File: config.mk
export PLATFORM = sky130hd
export DESIGN_NAME = pdtg_tx_gate
export DESIGN_NICKNAME = d
export VERILOG_FILES = /design/src/design/pdtg_pkg.sv /design/src/design/pdtg_ack_check.sv /design/src/design/pdtg_tx_gate.sv
export SDC_FILE = /design/constraint.sdc
export NUM_CORES = 1
export LEC_CHECK = 0
export ABC_CLOCK_PERIOD_IN_PS = 2600
export BUFFER_PORTS_ARGS = -buffer_cell sky130_fd_sc_hd__clkbuf_2
export CAP_MARGIN = 10
export CELL_PAD_IN_SITES_DETAIL_PLACEMENT = 1
export CELL_PAD_IN_SITES_GLOBAL_PLACEMENT = 1
export CORE_AREA = 3 3 60 62
export DETAILED_ROUTE_END_ITERATION = 6
export DIE_AREA = 0 0 63 65
export HOLD_SLACK_MARGIN = 0.02
export PLACE_DENSITY_LB_ADDON = 0.1
export SLEW_MARGIN = 10
export SYNTH_ARGS = -nofsm -noshare
export SYNTH_HDL_FRONTEND = slang
export SYNTH_SLANG_ARGS = --single-unit
export TNS_END_PERCENT = 50
File: constraint.sdc
create_clock -name clk_sys -period 2.6 [get_ports clk_sys]
set_clock_uncertainty 0.15 [all_clocks]
set_input_delay 0.13 -clock clk_sys [delete_from_list [all_inputs] [get_ports clk_sys]]
set_output_delay 0.13 -clock clk_sys [all_outputs]
set_load 0.02 [all_outputs]
File: src/design/pdtg_pkg.sv
package pdtg_pkg;

	// register map of the parameter register
	localparam logic [15:0] TX_SETTINGS_FIRST_ADDR = 16'h1a04;
	localparam logic [7:0] TX_SETTINGS_FIRST_RESET = 8'h00;
	localparam int ACK_WAIT_BIT = 7;
	localparam int START_KIND_LSB = 4;
	localparam int PERMIT_BIT = 3;
	localparam int MSG_ID_LSB = 0;

	// start-of-packet kinds; 3'h5..3'h7 are reserved
	localparam logic [2:0] SOP_PLAIN = 3'h0;
	localparam logic [2:0] SOP_PRIME = 3'h1;
	localparam logic [2:0] SOP_DPRIME = 3'h2;
	localparam logic [2:0] SOP_PRIME_DEBUG = 3'h3;
	localparam logic [2:0] SOP_DPRIME_DEBUG = 3'h4;
	localparam logic [2:0] SOP_LAST_LEGAL = 3'h4;

	localparam logic [2:0] RETRY_NONE = 3'h0;

	// field order matches the register, bit 7 first
	typedef struct packed {
		logic ackWaitWithoutRetry;
		logic [2:0] txPacketStartKind;
		logic swTransmitPermit;
		logic [2:0] expectedMsgId;
	} pdtg_settings_t;

	// what the receive path reports about an incoming GoodCRC
	typedef struct packed {
		logic valid;
		logic [2:0] sopKind;
		logic [2:0] msgId;
	} pdtg_ack_t;

	typedef enum logic [2:0] {
		ST_IDLE = 3'b001,
		ST_SEND = 3'b010,
		ST_WAIT_ACK = 3'b100
	} pdtg_state_t;

endpackage : pdtg_pkg

File: src/design/pdtg_ack_check.sv
`timescale 1ns/1ps
module pdtg_ack_check (
	input wire logic clk_sys,
	input wire logic rst_n,
	input wire pdtg_pkg::pdtg_ack_t ack,
	input wire logic [2:0] expectedMsgId,
	input wire logic [2:0] expectedStartKind,
	input wire logic checkStartKind,
	output logic ackGood,
	output logic ackBad
);

	logic idMatch;
	logic kindMatch;

	assign idMatch = ack.msgId == expectedMsgId;
	// kind only matters once automatic retry is on
	assign kindMatch = !checkStartKind ||
		ack.sopKind == expectedStartKind;

	always_ff @(posedge clk_sys) begin
		if (!rst_n) begin
			ackGood <= 1'b0;
			ackBad <= 1'b0;
		end else begin
			ackGood <= ack.valid && idMatch && kindMatch;
			ackBad <= ack.valid && !(idMatch && kindMatch);
		end
	end

endmodule : pdtg_ack_check

File: src/design/pdtg_tx_gate.sv
`timescale 1ns/1ps
// Overview of operation
// - with no retries and ack-wait set, a sent message awaits GoodCRC.
// - with retries on and auto response on, GoodCRC is always awaited.
// - bits 6:4 pick the start-of-packet kind, codes 5 to 7 reserved.
// - under automatic retry only a GoodCRC of the selected kind is accepted.
// - the permit bit is looked at only when software launches.
// - permit is held low during reset reception or a non-empty rx FIFO.
// - a software launch without permit, alone and while idle, is aborted, never sent.
// - dropping permit never stops a transmission already under way.
// - hardware-made transmissions ignore the permit bit.
// - the link logic reset clears the permit bit.
// - bits 2:0 hold the message ID expected in the GoodCRC.
// - the expected ID is never copied into the outgoing header.
// - a retry limit of zero turns off hardware retransmission.
// - with no retries and no ack-wait, done follows the last bit sent.
module pdtg_tx_gate (
	input wire logic clk_sys,
	input wire logic rst_n,
	input wire logic [15:0] regAddr,
	input wire logic regWrEn,
	input wire logic [7:0] regWrData,
	output logic [7:0] regRdData,
	input wire logic [2:0] retryLimit,
	input wire logic autoResponseEnable,
	input wire logic linkLogicReset,
	input wire logic swLaunch,
	input wire logic hwLaunch,
	input wire logic abortReq,
	input wire logic txPacketSent,
	input wire logic ackTimeout,
	input wire logic rxHardResetSeen,
	input wire logic rxCableResetSeen,
	input wire logic rxFifoNotEmpty,
	input wire pdtg_pkg::pdtg_ack_t ackIn,
	output logic txStart,
	output logic [2:0] txPacketStartKind,
	output logic txBusy,
	output logic txDone,
	output logic txFailed,
	output logic swLaunchAborted,
	output logic startKindReserved
);

	pdtg_pkg::pdtg_settings_t settings;
	pdtg_pkg::pdtg_state_t state;
	pdtg_pkg::pdtg_state_t next_state;
	logic regHit;
	logic permitHold;
	logic autoRetry;
	logic needAck;
	logic launchOk;
	logic ackGood;
	logic ackBad;

	assign regHit = regAddr == pdtg_pkg::TX_SETTINGS_FIRST_ADDR;
	assign permitHold = rxHardResetSeen || rxCableResetSeen ||
		rxFifoNotEmpty;
	assign autoRetry = retryLimit != pdtg_pkg::RETRY_NONE &&
		autoResponseEnable;
	// retries on without auto response: fall back to the ack-wait bit
	assign needAck = autoRetry ||
		settings.ackWaitWithoutRetry;

	// register; expected ID stays local and never reaches a header
	always_ff @(posedge clk_sys) begin
		if (!rst_n) begin
			settings <= pdtg_pkg::TX_SETTINGS_FIRST_RESET;
		end else begin
			if (regWrEn && regHit) begin
				settings <= regWrData;
			end
			// hold wins over a software write of one
			if (permitHold || linkLogicReset) begin
				settings.swTransmitPermit <= 1'b0;
			end
		end
	end

	assign regRdData = regHit ? settings : 8'h00;
	assign txPacketStartKind = settings.txPacketStartKind;
	assign startKindReserved =
		settings.txPacketStartKind > pdtg_pkg::SOP_LAST_LEGAL;

	pdtg_ack_check u_ack (
		.clk_sys(clk_sys),
		.rst_n(rst_n),
		.ack(ackIn),
		.expectedMsgId(settings.expectedMsgId),
		.expectedStartKind(settings.txPacketStartKind),
		.checkStartKind(autoRetry),
		.ackGood(ackGood),
		.ackBad(ackBad)
	);

	// hardware launches skip the permit; software needs it at the launch
	assign launchOk = hwLaunch ||
		(swLaunch && settings.swTransmitPermit);

	always_comb begin
		next_state = state;
		unique case (state)
			pdtg_pkg::ST_IDLE: begin
				if (launchOk) begin
					next_state = pdtg_pkg::ST_SEND;
				end
			end
			pdtg_pkg::ST_SEND: begin
				if (abortReq) begin
					next_state = pdtg_pkg::ST_IDLE;
				end else if (txPacketSent) begin
					next_state = needAck ? pdtg_pkg::ST_WAIT_ACK :
						pdtg_pkg::ST_IDLE;
				end
			end
			pdtg_pkg::ST_WAIT_ACK: begin
				if (abortReq || ackGood || ackTimeout) begin
					next_state = pdtg_pkg::ST_IDLE;
				end
			end
			default: begin
				next_state = pdtg_pkg::ST_IDLE;
			end
		endcase
	end

	always_ff @(posedge clk_sys) begin
		if (!rst_n || linkLogicReset) begin
			state <= pdtg_pkg::ST_IDLE;
		end else begin
			state <= next_state;
		end
	end

	assign txBusy = state != pdtg_pkg::ST_IDLE;
	assign txStart = state == pdtg_pkg::ST_IDLE && launchOk &&
		!linkLogicReset;

	// completion and abort pulses
	always_ff @(posedge clk_sys) begin
		if (!rst_n || linkLogicReset) begin
			txDone <= 1'b0;
			txFailed <= 1'b0;
			swLaunchAborted <= 1'b0;
		end else begin
			txDone <= (state == pdtg_pkg::ST_SEND && txPacketSent &&
				!abortReq && !needAck) ||
				(state == pdtg_pkg::ST_WAIT_ACK && ackGood &&
				!abortReq);
			txFailed <= (txBusy && abortReq) ||
				(state == pdtg_pkg::ST_WAIT_ACK && ackTimeout &&
				!ackGood && !abortReq);
			swLaunchAborted <= state == pdtg_pkg::ST_IDLE && swLaunch &&
				!hwLaunch && !settings.swTransmitPermit;
		end
	end

	// ackBad is only observed; a mismatched reply keeps the wait going
	logic unusedBad;
	assign unusedBad = ackBad;
endmodule : pdtg_tx_gate

==> results by group <==
Setup path
  – Critical path data arrival time: 2.50 ns
  – CP top delay family: buffers and inverters
  – CP dominant cell by count: dlygate4sd3_1
  – Startpoint Class: primary input
  – Slowest stage delay, CP: 0.56 ns
  – Setup CP Type: in2reg
  – CP required: 2.67 ns
  – Max stage delay cell, worst path: dlygate4sd3_1
  – Critical-path cell list: dlygate4sd3_1, clkbuf_2, nand2b_4, nor3_2, nand3_1, dlygate4sd3_1, mux2i_1, dlygate4sd3_1
  – Buf/Inv on CP: 4
  – Worst Path Max Fanout: 4
  – Crit. End Element: flop

STA
  – Post-layout min period: 2.43 ns
  – Setup violators final: 0
  – Relative slew slack: 69.7%
  – Slew at the pin closest to its max-slew limit: ~0.45 ns
  – Unrepaired setup endpoints after global routing: false
  – Pins over their slew limit: 0
  – Final hold violation count: 0
  – Period utilisation layout: 93.3%
  – Setup ws final: 0.175 ns
  – Fmax: 412 MHz
  – Setup TNS: 0 ns

Clocking
  – CTS tree: done
  – CTS Sinks: 15
  – H-tree levels: 1
  – CTS buffer count: 3
  – Worst-path clk slew: 0.10 ns
  – Root buf cell: clkbuf_4
  – Skew-Pair Late Insertion Delay: 0.29 ns
  – Clock Tree Buf Depth: 2

Global route
  – First-pass GRT wire length: 4.62 mm
  – Met2 GRT Util: 28.1%
  – Largest net degree at the start of global routing: 19
  – GR Overflow Total: 0
  – GRT met1 Usage: between 10% and 20%
  – Gr usage total: around 14%
  – Vias in the first global route: approximately 1,100
  – Antenna violations before repair: 0
  – GRT busiest layer: met2
  – GRT met3 Usage: 3.64%

Detailed routing
  – Via count: 1,019
  – First DRT Iteration DRCs: 20
  – Avg WL per Cell: 12.6 um
  – # DRC: 0
  – DR pass1 iterations: 2
  – Final ANT Viol Nets: 0
  – Routed wire length: 2.83 mm
  – Vias per cell: 4.55

Finish
  – # fillers: about 400
  – Layout area overhead: 62.2%
  – N_diodes: 0
  – Design area: 1460 um2
  – Post-layout util: ~47%
  – Most frequent cells in the layout: clkbuf_2 (63), dlygate4sd3_1 (17), nand2_1 (16)
  – Layout cells sized above 1: 43.3%
  – Nets@finish: 228
  – Final non-filler cell total: 224
  – Commonest non-fill, non-tap cell in the layout: clkbuf_2

Placed design
  – DPL Wire Length: 2.26 mm
  – Inst Count DP: 202
  – Post-place instance area: 1240 um2
  – Pre-CTS setup slack: 0.661 ns
  – RePlAce Congestion: 0.752
  – Port Buf Inserts: 63

Floorplanning
  – I/O Pins: 64
  – Overall die width: about 63 um
  – Core box area: just over 3000 um2
  – Die area: between 4000 and 5000 um2
  – Core Rows: 20
  – Vert. Die Dim: 65 um
  – Initial Utilization: 29.1%

Yosys
  – Count of cell types in the netlist: 34
  – Synthesized instance count: 100
  – Synth Register Bits: 15
  – Post-synthesis sequential area ratio: 33.5%
  – Main flop type after synthesis: dfxtp_1
  – Cell area after synthesis: between 800 and 900 um2
  – Synth Area per Inst: 8.97 um2
  – Syn nets: approximately 150
  – Share of flip-flops with an asynchronous set or reset: 0%
  – Post-synth EDFFs: 0
  – Synth Warn #: 0

Power and ir drop
  – Power Density: ~330 nW/um2
  – LEAKAGE: 0.750 nW
  – Peak VDD IR: 0.151 mV

Outcome
  – Status: finished clean

Worst hold path
  – Hold crit path type: in2reg

Run
  – Max-cap violations: 0
==> metal layers <==
metal  wire length, um  vias to the layer above  part of all wire (%)
met5                 0                        -                     0
met4                11                        0                  0.39
met3               180                        2                   6.4
met2              1460                       35                    52
met1              1180                      467                    42
li1                  -                      515                     -
==> tightest hold or removal path, stage by stage <==
cell      delay (ns)
clkbuf_2        0.10
nand2_4         0.14
mux2i_1         0.09
==> timing repair <==
| item | CTS | global route |
|---|---|---|
| hold endpoints to repair | 12 | 0 |
| hold buffers | 17 | 0 |
| setup buffers | 0 | 1 |
| gates resized for setup | 0 | 3 |
| setup endpoints to repair | 0 | 1 |
==> synthesized netlist by cell type (all sizes together), types with 2 or more instances <==
master	instances	share of area, %
buf	3	2.5
and2	8	5.6
nand2	17	7.9
inv	2	0.84
nor3b	2	1.7
xnor2	4	3.9
nand3	3	1.7
or4b	5	6.8
nand3b	2	1.7
dfxtp	15	33
nor2	2	0.84
o21ai	2	1.1
xor2	2	2.0
a21oi	4	2.2
nor3	3	1.7
clkbuf	2	0.84
mux2i	8	8.9
nor4	4	6.1
==> power by group <==
group | switching, W | leakage, nW | internal [W] | total, W
clock network | 0.0000792 | 0.0177 | 0.0000570 | 0.000136
logic | 0.0000482 | 0.611 | 0.0000606 | 0.000109
registers | 0.00000375 | 0.121 | 0.000234 | 0.000237
==> logic make-up after synthesis <==
kind of cell | synth area share [%]
flops | 33.5
xor+xnor | 5.86
buf+inv | 4.18
simple gates | 40.0
compound gates | 7.53
mux | 8.93
==> cell type report <==
type	count	area [um2]	area share, %
clock inverters	1	5.00	0.344
multi-input cells	78	572	39.3
flip-flops and latches	15	300	20.6
clock buffers	3	22.5	1.55
repair buffers	81	493	33.9
well taps	44	55.1	3.78
inverters	2	7.51	0.516
==> sequential cells by signal (all words and copies together), names as in the netlist <==
signal and count:
txPacketStartKind 3, txDone 1, settings 5, swLaunchAborted 1, state 3, u_ack.ackGood 1
txFailed 1
==> through the flow <==
step	hold WS [ns]	power, W
4_1_cts	0.0757	0.000486
2_1_floorplan	0.0567	0.000284
3_3_place_gp	0.204	0.000330
3_5_place_dp	0.206	0.000333
5_1_grt	0.0730	0.000512
6_report	0.0685	0.000482
==> worst paths after layout <==
check,to,slack (ns),start,cells past startpoint
max,settings[3],0.17,linkLogicReset,8
min,settings[1],0.07,regWrEn,3
max reg2reg,u_ack.ackGood,0.45,settings[0],5
min reg2reg,settings[7],0.34,settings[7],2
Power figures use the tool's default switching activity.
